$ cat src/hpdf_pkg.sv
package hpdf_pkg;
  localparam int NUM_PORTS       = 16;
  localparam int NUM_CHAN        = 256;
  localparam int CHAN_W          = 8;
  localparam int FIFO_DEPTH      = 16;
  localparam int FIFO_AW         = 4;
  localparam int BUF_SIZE_W      = 13;
  localparam logic [12:0] BUF_SIZE_MAX = 13'h1FFF;
  localparam int BURST_MAX_DW    = 256;
  localparam logic [8:0] BURST_MAX = 9'h100;
  localparam logic [4:0] DESC_BURST_SHORT = 5'h08;
  localparam logic [4:0] DESC_BURST_LONG  = 5'h10;
  localparam int REG_W           = 16;
  localparam logic [15:0] REG_RESET = 16'h0000;
  localparam logic [FIFO_AW:0] LWM_RESET = 5'h04;

  typedef enum logic [1:0] {
    HPDF_STORE_LARGE,
    HPDF_STORE_SMALL,
    HPDF_STORE_SMALL_LARGE
  } hpdf_store_t;

  typedef enum logic {
    HPDF_SEL_RR,
    HPDF_SEL_PRIO
  } hpdf_sel_t;
endpackage

$ cat src/hpdf_mem.sv
`timescale 1ns/1ps
module hpdf_mem #(
  parameter int DW = 32,
  parameter int AW = 4
) (
  input  wire logic          i_core_clk,
  input  wire logic          i_ce,
  input  wire logic          i_we,
  input  wire logic [AW-1:0] i_waddr,
  input  wire logic [DW-1:0] i_wdata,
  input  wire logic [AW-1:0] i_raddr,
  output logic      [DW-1:0] o_rdata
);
  logic [DW-1:0] mem [2**AW];

  // Registered read keeps the array inferable as block memory
  always_ff @(posedge i_core_clk) begin
    if (i_ce) begin
      if (i_we) begin
        mem[i_waddr] <= i_wdata;
      end
      // Write-through on a same-address hit so a just-written dword is never read stale
      if (i_we && i_waddr == i_raddr) begin
        o_rdata <= i_wdata;
      end else begin
        o_rdata <= mem[i_raddr];
      end
    end
  end
endmodule

$ cat src/hpdf_top.sv
`timescale 1ns/1ps
module hpdf_top
  import hpdf_pkg::*;
#(
  parameter int NPORT  = hpdf_pkg::NUM_PORTS,
  parameter int DEPTH_AW = hpdf_pkg::FIFO_AW
) (
  input  wire logic                     i_core_clk,
  input  wire logic                     i_resetn,
  input  wire logic                     i_ce,
  // Transmit engines
  input  wire logic [NPORT-1:0]         i_chan_en,
  output logic      [NPORT-1:0]         o_eng_req,
  input  wire logic [NPORT-1:0]         i_eng_need,
  output logic                          o_byte_vld,
  output logic      [3:0]               o_byte_port,
  output logic      [7:0]               o_byte_data,
  output logic                          o_dword_vld,
  output logic      [31:0]              o_dword_data,
  // Refill side (DMA)
  input  wire logic [NPORT-1:0]         i_pend_desc,
  output logic      [NPORT-1:0]         o_pend_query,
  output logic                          o_dma_req,
  output logic      [3:0]               o_dma_chan,
  input  wire logic                     i_dma_wr,
  input  wire logic [31:0]              i_dma_data,
  input  wire logic                     i_dma_eof,
  output logic                          o_fifo_full,
  // Configuration
  input  wire hpdf_pkg::hpdf_sel_t      i_sel_mode,
  input  wire logic [DEPTH_AW:0]        i_lwm,
  input  wire logic [12:0]              i_large_size,
  input  wire logic [12:0]              i_small_size,
  input  wire hpdf_pkg::hpdf_store_t    i_store_mode,
  input  wire logic                     i_desc_burst_en,
  input  wire logic                     i_desc_burst_long,
  input  wire logic [8:0]               i_burst_req,
  input  wire logic [31:0]              i_buf_addr,
  // Register access
  input  wire logic                     i_reg_sel,
  input  wire logic                     i_reg_we,
  input  wire logic [3:0]               i_reg_be,
  input  wire logic [15:0]              i_reg_wdata,
  output logic      [15:0]              o_reg_rdata,
  output logic      [12:0]              o_rx_buf_len,
  output logic      [4:0]               o_desc_burst,
  output logic      [8:0]               o_burst_len,
  output logic      [31:0]              o_buf_addr
);
  import hpdf_pkg::*;

  // ------------------------------------------------------------
  // Functions
  // ------------------------------------------------------------
  // Lowest set bit wins; used for port service and channel priority
  function automatic logic [3:0] low_idx(input logic [NPORT-1:0] v);
    logic [3:0] r;
    r = 4'h0;
    for (int k = NPORT - 1; k >= 0; k--) begin
      if (v[k]) begin
        r = 4'(k);
      end
    end
    return r;
  endfunction

  // ------------------------------------------------------------
  // Engine requests and byte servicing
  // ------------------------------------------------------------
  logic [NPORT-1:0] need;
  logic [DEPTH_AW:0] level_r;
  logic              drain_ok_r;

  always_ff @(posedge i_core_clk) begin
    if (!i_resetn) begin
      o_eng_req <= '0;
    end else if (i_ce) begin
      o_eng_req <= i_chan_en;
    end
  end

  assign need = i_eng_need & i_chan_en;

  // ------------------------------------------------------------
  // Shared transmit FIFO
  // ------------------------------------------------------------
  logic [DEPTH_AW-1:0] wptr_r;
  logic [DEPTH_AW-1:0] rptr_r;
  logic [1:0]          bsel_r;
  logic [31:0]         rdata;
  logic                wr_ok;
  logic                rd_dw;
  logic                full;
  logic                empty;
  logic [DEPTH_AW-1:0] raddr;

  assign full  = level_r == (DEPTH_AW+1)'(2**DEPTH_AW);
  assign empty = level_r == '0;
  assign wr_ok = i_dma_wr && !full;
  assign rd_dw = drain_ok_r && !empty && (|need) && bsel_r == 2'h3;
  // Look one dword ahead on the last byte, so the registered read is ready for byte 0
  assign raddr = rd_dw ? rptr_r + 1'b1 : rptr_r;

  hpdf_mem #(.DW(32), .AW(DEPTH_AW)) u_mem (
    .i_core_clk (i_core_clk),
    .i_ce       (i_ce),
    .i_we       (wr_ok),
    .i_waddr    (wptr_r),
    .i_wdata    (i_dma_data),
    .i_raddr    (raddr),
    .o_rdata    (rdata)
  );

  always_ff @(posedge i_core_clk) begin
    if (!i_resetn) begin
      wptr_r  <= '0;
      rptr_r  <= '0;
      level_r <= '0;
    end else if (i_ce) begin
      if (wr_ok) begin
        wptr_r <= wptr_r + 1'b1;
      end
      if (rd_dw) begin
        rptr_r <= rptr_r + 1'b1;
      end
      level_r <= level_r + (DEPTH_AW+1)'(wr_ok) - (DEPTH_AW+1)'(rd_dw);
    end
  end

  // Drain is held off until the refill passes the mark or ends a frame
  always_ff @(posedge i_core_clk) begin
    if (!i_resetn) begin
      drain_ok_r <= 1'b0;
    end else if (i_ce) begin
      if (level_r > i_lwm || (wr_ok && i_dma_eof)) begin
        drain_ok_r <= 1'b1;
      end else if (empty) begin
        drain_ok_r <= 1'b0;
      end
    end
  end

  // Bytes out to the highest-priority port, four per dword
  always_ff @(posedge i_core_clk) begin
    if (!i_resetn) begin
      bsel_r      <= '0;
      o_byte_vld  <= 1'b0;
      o_byte_port <= '0;
      o_byte_data <= '0;
      o_dword_vld <= 1'b0;
      o_dword_data <= '0;
    end else if (i_ce) begin
      o_byte_vld  <= 1'b0;
      o_dword_vld <= 1'b0;
      if (drain_ok_r && !empty && (|need)) begin
        o_byte_vld  <= 1'b1;
        o_byte_port <= low_idx(need);
        o_byte_data <= rdata[8*bsel_r +: 8];
        bsel_r      <= bsel_r + 1'b1;
        if (bsel_r == 2'h0) begin
          o_dword_vld  <= 1'b1;
          o_dword_data <= rdata;
        end
      end
    end
  end

  // ------------------------------------------------------------
  // Refill requests and channel selection
  // ------------------------------------------------------------
  logic [NPORT-1:0] low;
  logic [NPORT-1:0] cand;
  logic [3:0]       rr_last_r;
  logic [3:0]       pick;
  logic [NPORT-1:0] rot;

  assign low  = {NPORT{level_r <= i_lwm}} & i_chan_en;
  assign cand = low & i_pend_desc;

  always_comb begin
    rot  = (cand >> (rr_last_r + 1'b1)) | (cand << (NPORT - 1 - rr_last_r));
    pick = (i_sel_mode == HPDF_SEL_PRIO) ? low_idx(cand)
         : 4'(low_idx(rot) + rr_last_r + 1'b1);
  end

  always_ff @(posedge i_core_clk) begin
    if (!i_resetn) begin
      o_pend_query <= '0;
      o_dma_req    <= 1'b0;
      o_dma_chan   <= '0;
      rr_last_r    <= 4'hF;
    end else if (i_ce) begin
      o_pend_query <= low;
      o_dma_req    <= |cand;
      if (|cand) begin
        o_dma_chan <= pick;
        rr_last_r  <= pick;
      end
    end
  end

  always_ff @(posedge i_core_clk) begin
    if (!i_resetn) begin
      o_fifo_full <= 1'b0;
    end else if (i_ce) begin
      o_fifo_full <= full;
    end
  end

  // ------------------------------------------------------------
  // DMA options
  // ------------------------------------------------------------
  logic first_buf_r;

  always_ff @(posedge i_core_clk) begin
    if (!i_resetn) begin
      o_rx_buf_len <= '0;
      o_desc_burst <= 5'h01;
      o_burst_len  <= '0;
      o_buf_addr   <= '0;
      first_buf_r  <= 1'b1;
    end else if (i_ce) begin
      o_buf_addr <= i_buf_addr;
      unique case (i_store_mode)
        HPDF_STORE_SMALL:       o_rx_buf_len <= i_small_size;
        HPDF_STORE_SMALL_LARGE: o_rx_buf_len <= first_buf_r ? i_small_size : i_large_size;
        default:                o_rx_buf_len <= i_large_size;
      endcase
      if (i_dma_wr) begin
        first_buf_r <= i_dma_eof;
      end
      o_desc_burst <= !i_desc_burst_en ? 5'h01
                    : (i_desc_burst_long ? DESC_BURST_LONG : DESC_BURST_SHORT);
      o_burst_len  <= (i_burst_req > BURST_MAX) ? BURST_MAX : i_burst_req;
    end
  end

  // ------------------------------------------------------------
  // Configuration register
  // ------------------------------------------------------------
  logic [15:0] cfg_r;

  // Any byte enable commits the full 16-bit word; none means no access
  always_ff @(posedge i_core_clk) begin
    if (!i_resetn) begin
      cfg_r       <= REG_RESET;
      o_reg_rdata <= '0;
    end else if (i_ce && i_reg_sel && (|i_reg_be)) begin
      if (i_reg_we) begin
        cfg_r <= i_reg_wdata;
      end
      o_reg_rdata <= {cfg_r[15:8], 3'h0, level_r};
    end
  end
endmodule

$ cat config.mk
export PLATFORM = sky130hd
export DESIGN_NAME = hpdf_top
export DESIGN_NICKNAME = d
export VERILOG_FILES = /design/src/hpdf_pkg.sv /design/src/hpdf_mem.sv /design/src/hpdf_top.sv
export SDC_FILE = /design/constraint.sdc
export NUM_CORES = 1
export LEC_CHECK = 0
export ABC_CLOCK_PERIOD_IN_PS = 4190
export BUFFER_PORTS_ARGS = -buffer_cell sky130_fd_sc_hd__clkbuf_2
export CAP_MARGIN = 20
export CORE_MARGIN = 3
export CORE_UTILIZATION = 53
export DETAILED_ROUTE_END_ITERATION = 6
export GPL_TIMING_DRIVEN = 1
export HOLD_SLACK_MARGIN = 0.05
export PLACE_DENSITY = 0.79
export REMOVE_ABC_BUFFERS = 1
export SLEW_MARGIN = 0
export SYNTH_ARGS = -nofsm -noshare
export SYNTH_HDL_FRONTEND = slang
export SYNTH_SLANG_ARGS = --single-unit
$ cat constraint.sdc
create_clock -name i_core_clk -period 4.19 [get_ports i_core_clk]
set_clock_uncertainty 0.2 [all_clocks]
set_input_delay 0.419 -clock i_core_clk [delete_from_list [all_inputs] [get_ports i_core_clk]]
set_output_delay 0.419 -clock i_core_clk [all_outputs]
set_load 0.01 [all_outputs]
### Yosys cells after proc, flatten, opt, wreduce, memory -nomap -nowiden

Memories as Yosys holds them, arrays and structs flattened. A register that Yosys moved wholly into a read port is not among the register bits.
Index checks and enable logic that the tools add are counted.

| cells by class | value |
|---|---|
| add/subtract/negate cells | 9 |
| order comparisons | 3 |
| eq/ne operators | 4 |
| shift operators | 3 |
| muxes and demuxes | 63 |
| bitwise gates (word level) | 4 |
| reduce and logical (&&, ||, !) cells | 23 |

Operators by type and width:

| kind | count |
|---|---|
| two-way mux 4 bit | 50 |
| bitwise AND 16 bit | 3 |
| OR reduction 16 bit | 2 |
| indexed part select 32 x 6 -> 8 bit | 1 |
| << shifter 16 x 32 -> 16 bit | 1 |
| case mux 13 bit (2 select lines) | 1 |
| adder 4 x 1 -> 4 bit, second input constant | 4 |
| OR 16 bit | 1 |
| right shift 16 x 4 -> 16 bit | 1 |
| two-way mux 13 bit | 1 |
| AND reduction 2 bit | 6 |
| two-way mux 5 bit | 2 |
| > comparator 9 bit, second input constant | 1 |
| two-way mux 9 bit | 1 |
| two-way mux 1 bit | 8 |
| logical AND 1 bit | 7 |
| adder 5 x 1 -> 5 bit | 1 |
| equality test 5 bit, second input constant | 1 |
| > comparator 5 bit | 1 |
| <= comparator 5 bit | 1 |
| zero test 5 bit | 1 |
| subtractor 4 x 4 -> 5 bit, first input constant | 1 |
| subtractor 5 x 1 -> 5 bit | 1 |
| adder 4 bit | 1 |
| 9 further kinds | 11 |

| storage, ports and cells | value |
|---|---|
| flip-flop bits (word level) | 193 |
| bits in writable memories | 512 |
| input bits | 184 |
| output and inout bits | 159 |
| memories | 1 |

Memory list:

| memory | words | width | read ports | clocked after Yosys merged registers in | write ports | line | source |
|---|---|---|---|---|---|---|---|
| u_mem.mem | 16 | 32 | 1 | 1 | 1 | hpdf_mem.sv:14 | `logic [DW-1:0] mem [2**AW];` |

### Logic depth before layout (Yosys ltp)

| logic depth | value |
|---|---|
| depth in word-level cells | 24 |
| mapped depth | 19 |

### By module

From an unflattened synthesis, not the netlist that was laid out.

| second synthesis, totals | value |
|---|---|
| cell total of the unflattened synthesis | 2064 |
| area, all modules | 30955.9 µm² |

Modules (own cells, without submodules):

| module | times used | cells an instance | area an instance (µm²) | sequential area each (µm²) |
|---|---|---|---|---|
| hpdf_mem | 1 | 882 | 20651.1 | 16335.7 |
| hpdf_top | 1 | 1182 | 10304.9 | 3663.5 |

### Worst setup path before layout

Ideal clock, no wire load.

| timing | value |
|---|---|
| path type | register to register |
| from | reg level_r[2] |
| to | mem u_mem.mem[3][0], enable pin |
| setup time | 0.461 ns |
| arrival | 3.754 ns |
| data required time | 3.529 ns |
| setup slack | -0.225 ns |
| stages on the path, launching flop included | 9 |
| cell sequence | dfxtp_1 inv_1 ha_1 and4_1 nor2b_1 and2_1 clkbuf_1 nand2_1 nor3_1 |

| on the way | value |
|---|---|
| longest elaborated chain between the ends | 6 |

Ends and longest elaborated chain:

| what | line | source |
|---|---|---|
| start, declared | hpdf_top.sv:71 | `logic [DEPTH_AW:0] level_r;` |
| start signal, assigned | hpdf_top.sv:126 | `level_r <= level_r + (DEPTH_AW+1)'(wr_ok) - (DEPTH_AW+1)'(rd_dw);` |
| equality test 5 bit | hpdf_top.sv:97 | `assign full = level_r == (DEPTH_AW+1)'(2**DEPTH_AW);` |
| zero test 1 bit | hpdf_top.sv:99 | `assign wr_ok = i_dma_wr && !full;` |
| logical AND 1 bit | hpdf_top.sv:99 |  |
| two-way mux 1 bit | hpdf_mem.sv:19 | `if (i_we) begin` |
| two-way mux 1 bit | hpdf_mem.sv:18 | `if (i_ce) begin` |
| two-way mux 1 bit (not written as such) | hpdf_mem.sv:20 | `mem[i_waddr] <= i_wdata;` |
| end, declared | hpdf_mem.sv:14 |  |

Every way passes these cells.

### Final worst setup path

| timing | value |
|---|---|
| from | reg rr_last_r[0] |
| to | reg rr_last_r[3] |

| on the way | value |
|---|---|
| longest elaborated chain between the ends | 22 |

Ends and longest elaborated chain:

| what | line | source |
|---|---|---|
| start, declared | hpdf_top.sv:173 | `logic [3:0] rr_last_r;` |
| start signal, assigned | hpdf_top.sv:197 | `rr_last_r <= pick;` |
| subtractor 4 x 4 -> 5 bit or adder 4 x 1 -> 4 bit (tied branches) | hpdf_top.sv:181 | `rot = (cand >> (rr_last_r + 1'b1)) \| (cand << (NPORT - 1 - rr_last_r));` |
| << shifter 16 x 32 -> 16 bit or right shift 16 x 4 -> 16 bit (tied branches) | hpdf_top.sv:181 |  |
| OR 16 bit | hpdf_top.sv:181 |  |
| two-way mux 4 bit (16 in series) | hpdf_top.sv:60 | `if (v[k]) begin` |
| adder 4 bit (*) | hpdf_top.sv:183 | `: 4'(low_idx(rot) + rr_last_r + 1'b1);` |
| adder 4 x 1 -> 4 bit (*) | hpdf_top.sv:183 |  |
| two-way mux 4 bit (*) | hpdf_top.sv:182 | `pick = (i_sel_mode == HPDF_SEL_PRIO) ? low_idx(cand)` |

Every way passes the cells marked *; elsewhere a longest branch is shown, timed or not.
A chain may end at the register's enable or synchronous reset.

==> impl_summary.md <==
Synth
Counting flops and latches in the post-synthesis netlist gives 727. Of all cell types, the one taking the most synthesized area is sky130_fd_sc_hd__edfxtp_1. The sequential area share after synthesis is 0.634. Of the post-synthesis cell area, the dominant cell type holds 0.518. The mean post-synth cell area is 11.9 um2.

In the synthesized netlist the async set-or-reset flop fraction comes to 0. The synthesized design contains around 540 enable-type register cells. The leading register cell type out of synthesis is sky130_fd_sc_hd__edfxtp_1.

The synthesized netlist cell count is between 2000 and 3000. Yosys attributes the largest share of cell area to sky130_fd_sc_hd__edfxtp_1, sky130_fd_sc_hd__dfxtp_1, sky130_fd_sc_hd__nor2_1. For this run, the number of Yosys warnings is 0. The synthesized netlist contains just under 90 unique library cells. The post-synthesis instance area is ~32000 um2.

Floorplan
The die covers 62500 um2. The I/O pin count is roughly 340. The effective utilization at floorplan is 0.541. The core footprint is a little under 60000 um2. The floorplan step set the die height to about 250 um.

The number of placement rows is 88. The die is about 250 um wide.

GRT
The initial antenna violation count came to 0. The pin count of the biggest net entering global routing is between 80 and 90. The wire length of the first global-routing pass is 145000 um. The number of global-route vias before repair is 24500. Across every metal layer, demand over resource in global routing totals 0.301. Global routing finished with a remaining overflow of 0.

Flow run
Across the run, the number of max-cap violations was 0.

Worst setup path
Walking the worst path, the cells encountered are buf_8 -> inv_6 -> mux4_2 -> mux4_2 -> a21boi_4 -> a31oi_4 -> nand2b_4 -> a31oi_4 -> o31ai_2 -> a21oi_1 -> ha_1 -> a21o_1 -> a21oi_2 -> xnor2_2 -> buf_4 -> xor2_1 -> o311ai_1. The required time of the critical path is about 4.5 ns. The element type at the critical path end is a register. The largest fanout of any net on the critical path is 6. The slowest stage of the critical path is the sky130_fd_sc_hd__mux4_2 cell. The reg-to-reg endpoint is rr_last_r[3]$_SDFFE_PN1P_.

The delay of the slowest critical-path stage is ~0.53 ns. The minimum setup slack among reg-to-reg paths is -0.004 ns. The number of cells on the worst reg-to-reg path is 17. The startpoint type of the worst setup path is a register. In this run the critical register-to-register path is launched from rr_last_r[0]$_SDFFE_PN1P_. The setup path with the least slack is of type register to register. Data arrives at the worst endpoint at roughly 4.5 ns.

Placed design
The count of buffers added on input and output ports is 329. The final weighted congestion of routability-driven global placement is 0.939. Before CTS, the worst setup slack after placement is -0.212 ns. The estimated wirelength of the detail-placed design is between 50000 and 60000 um.

Hold path
The worst hold path terminates at drain_ok_r$_SDFFE_PN0P_. The number of cells on the worst hold path is 5. The startpoint identified for the worst hold timing path is i_dma_eof. In this run the worst hold path is classified as input pin to register.

Drt
The first detailed-routing pass ran for 6 iterations. The total vias in the final route is 24500. The number of design-rule violations left by the first detailed-router iteration is 2637. The sum of routed wire length over all layers is slightly below 100000 um. In the routed design, unresolved DRC markers number 0. The count of nets left with antenna violations once routing finished came out at 0. After detailed routing, the average wire length per cell comes to 23.8 um.

In the routed layout, each cell is associated on average with a via count of about 6.0.

Clock tree
The tree built by TritonCTS fans out to just over 700 sinks. In this run the number of H-tree levels came out at 3. The clock transition at the register clock pins on the worst setup and hold paths after CTS is 0.08 ns.

The buffer cell driving the clock tree root is sky130_fd_sc_hd__clkbuf_16. The later pin in the worst-skew pair is clocked with a latency of about 0.64 ns. The buffer levels on the longest clock path is 3. In this run, CTS created clock tree buffers numbering 76. The TritonCTS clock tree is yes.

Status
The flow ran to the end, but the final reports show violations. The checks that failed: negative setup slack.

Power
Cell internal power was estimated by the tool at between 10 and 15 mW. For this design the static power due to leakage is around 15 nW. Of the total power, registers draw 0.386. The power spent charging and discharging nets is between 6 and 7 mW. The power density normalized to cell area is 529 nW/um2. The largest voltage drop on the vdd net is slightly below 0.0004 V. The share of total power dissipated in the clock network is 0.327. The share of total power dissipated in combinational logic is 0.287. The switching part of the total power is 0.289.

STA
At the pin with the least slew margin, the transition time is about 1.0 ns. Setup slack on the critical path of the routed design comes to -0.00435 ns. Counting I/O delays and the setup requirement, the final critical path takes 4.19 ns. The count of pins over their slew limit is 0. The fmax is around 240 MHz. Setup violations remaining at the end of the flow were counted as 1. The final hold violation count is 0.

Of the available clock period, the critical path in the final layout requires 1.00. The worst slew margin relative to its limit is 0.309. Setup repair after global routing could not meet its margin everywhere.

Layout
The leading cell type in the layout, fill and taps excluded is sky130_fd_sc_hd__edfxtp_1. The total of fill cells in the finished design is 3977. The multi-input combinational cells in the finished layout cover a total of ~11000 um2. Leaving out fill and tap cells, the most frequent cells in the layout are sky130_fd_sc_hd__edfxtp_1, sky130_fd_sc_hd__nor2_1, sky130_fd_sc_hd__nand2_1. In the final design database the tool counted between 3000 and 4000 nets.

The repair_antennas step left the layout with diodes totalling 0. The sequential cells in the finished layout cover a total of roughly 20000 um2. For this run, the share of the core covered by cells in the final layout is 0.681. Of the cells placed in the final design, the portion with a size suffix greater than 1 is 0.237. The area growth from synthesis to layout is 25.8%.
## metrics by stage
| step | power [mW] | hold WS [ns] | area (um2) | setup TNS (ns) | cells |
|---|---|---|---|---|---|
| detailed placement | 13.4 | 0.259 | 35500 | -0.743 | 3787 |
| CTS | 20.6 | 0.0542 | 39500 | 0 | 4058 |
| global placement | 13.4 | 0.253 | 35500 | -0.515 | 3787 |
| global route | 21.8 | 0.0762 | 39700 | -0.193 | 4072 |
| finish | 21.0 | 0.0728 | 39700 | -0.00435 | 4072 |
| floorplan | 11.0 | 0.243 | 30800 | -269.54 | 2474 |
## cells in the mapped netlist (5+ instances only)
cell,number
sky130_fd_sc_hd__dfxtp_1,183
sky130_fd_sc_hd__buf_2,25
sky130_fd_sc_hd__a31oi_1,8
sky130_fd_sc_hd__clkbuf_1,119
sky130_fd_sc_hd__buf_1,10
sky130_fd_sc_hd__o211a_1,17
sky130_fd_sc_hd__a32oi_1,66
sky130_fd_sc_hd__a21boi_0,71
sky130_fd_sc_hd__o21a_1,6
sky130_fd_sc_hd__o21ai_0,38
sky130_fd_sc_hd__mux4_2,25
sky130_fd_sc_hd__nor2_1,427
sky130_fd_sc_hd__edfxtp_1,544
sky130_fd_sc_hd__nand2b_1,27
sky130_fd_sc_hd__a211oi_1,7
sky130_fd_sc_hd__mux2_2,6
sky130_fd_sc_hd__o211ai_1,5
sky130_fd_sc_hd__ha_1,24
sky130_fd_sc_hd__and2_1,56
sky130_fd_sc_hd__o221ai_1,65
sky130_fd_sc_hd__a22oi_1,24
sky130_fd_sc_hd__nor3_1,12
sky130_fd_sc_hd__a21o_1,37
sky130_fd_sc_hd__mux2i_1,132
sky130_fd_sc_hd__nor2b_1,63
sky130_fd_sc_hd__nand3_1,25
sky130_fd_sc_hd__nand4_1,6
sky130_fd_sc_hd__nand2_1,334
sky130_fd_sc_hd__o22ai_1,64
sky130_fd_sc_hd__inv_1,52
sky130_fd_sc_hd__a22o_1,7
sky130_fd_sc_hd__a21oi_1,30
sky130_fd_sc_hd__xnor2_1,19
sky130_fd_sc_hd__and3_1,5
sky130_fd_sc_hd__buf_4,22
## routing by layer
metal / global-route usage / vias up / part of all wire
li1: - / 10900 / -
met1: 0.378 / 11900 / 0.37
met2: 0.510 / 1460 / 0.49
met3: 0.0535 / 310 / 0.090
met4: 0.139 / 0 / 0.046
met5: 0 / - / 0
## what timing repair did
action,in CTS,in global routing
pin swaps,8,20
cloned,1,0
endpoints found under the hold margin,590,0
buffers inserted,7,14
endpoints found under the setup margin,6,7
hold buffers,125,0
gates resized for setup,23,27
## worst max-delay path by stage
stage	start	endpoint	slack (ns)
final	rr_last_r[0]$_SDFFE_PN1P_	rr_last_r[3]$_SDFFE_PN1P_	-0.004
after global routing	rr_last_r[0]$_SDFFE_PN1P_	rr_last_r[3]$_SDFFE_PN1P_	-0.12
after CTS	rr_last_r[1]$_SDFFE_PN1P_	o_dma_chan[2]$_SDFFE_PN0P_	0.002
after detailed placement	rr_last_r[1]$_SDFFE_PN1P_	rr_last_r[3]$_SDFFE_PN1P_	-0.21
after global placement	rr_last_r[1]$_SDFFE_PN1P_	o_dma_chan[3]$_SDFFE_PN0P_	-0.18
after floorplan	i_eng_need[2]	u_mem.o_rdata[0]$_DFFE_PP_	-7.76
## state kept, by name, summed over array words and instances, names as in the netlist, 5 cells and up
name	count
u_mem.o_rdata	32
u_mem.mem	512
o_pend_query	16
o_rx_buf_len	13
cfg_r	8
o_byte_data	8
level_r	5
o_reg_rdata	13
o_dword_data	32
o_buf_addr	32
o_burst_len	9
o_eng_req	16
## final cells by class
type | count | share of cell area
inverter | 53 | 0.00520
clock buffer | 109 | 0.0559
clock inverter | 29 | 0.00907
multi-input combinational | 1694 | 0.274
tap | 765 | 0.0241
sequential | 727 | 0.504
timing repair buffer | 695 | 0.128
## power by group through the flow
stage / Combinational [mW] / Sequential [mW] / Clock (mW)
after floorplan: 2.68 / 8.36 / 0
after global placement: 5.17 / 8.23 / 0
after detailed placement: 5.20 / 8.24 / 0
after CTS: 5.59 / 8.10 / 6.92
after global routing: 6.45 / 8.12 / 7.20
final: 6.04 / 8.11 / 6.86
## logic make-up (layout without fill, tap and decap cells)
family          count (synthesis)  count (layout)  share of synthesized area
compound gates                492             492                      0.119
other cells                     1               5                   0.000119
buf+inv                       232             886                     0.0319
simple gates                  984             984                      0.136
mux                           163             163                     0.0618
xor+xnor                       24              24                    0.00690
flops                         727             727                      0.634
fa+ha+maj                      26              26                     0.0108
## critical path: cells and delay by family (launching register included)
kind / cells / cell delay (ns)
compound gates: 8 / 1.46
flops: 1 / 0.35
mux: 2 / 1.03
simple gates: 1 / 0.17
buf+inv: 3 / 0.34
xor+xnor: 2 / 0.24
fa+ha+maj: 1 / 0.30
Note: power is estimated with default switching activity, not from simulation.
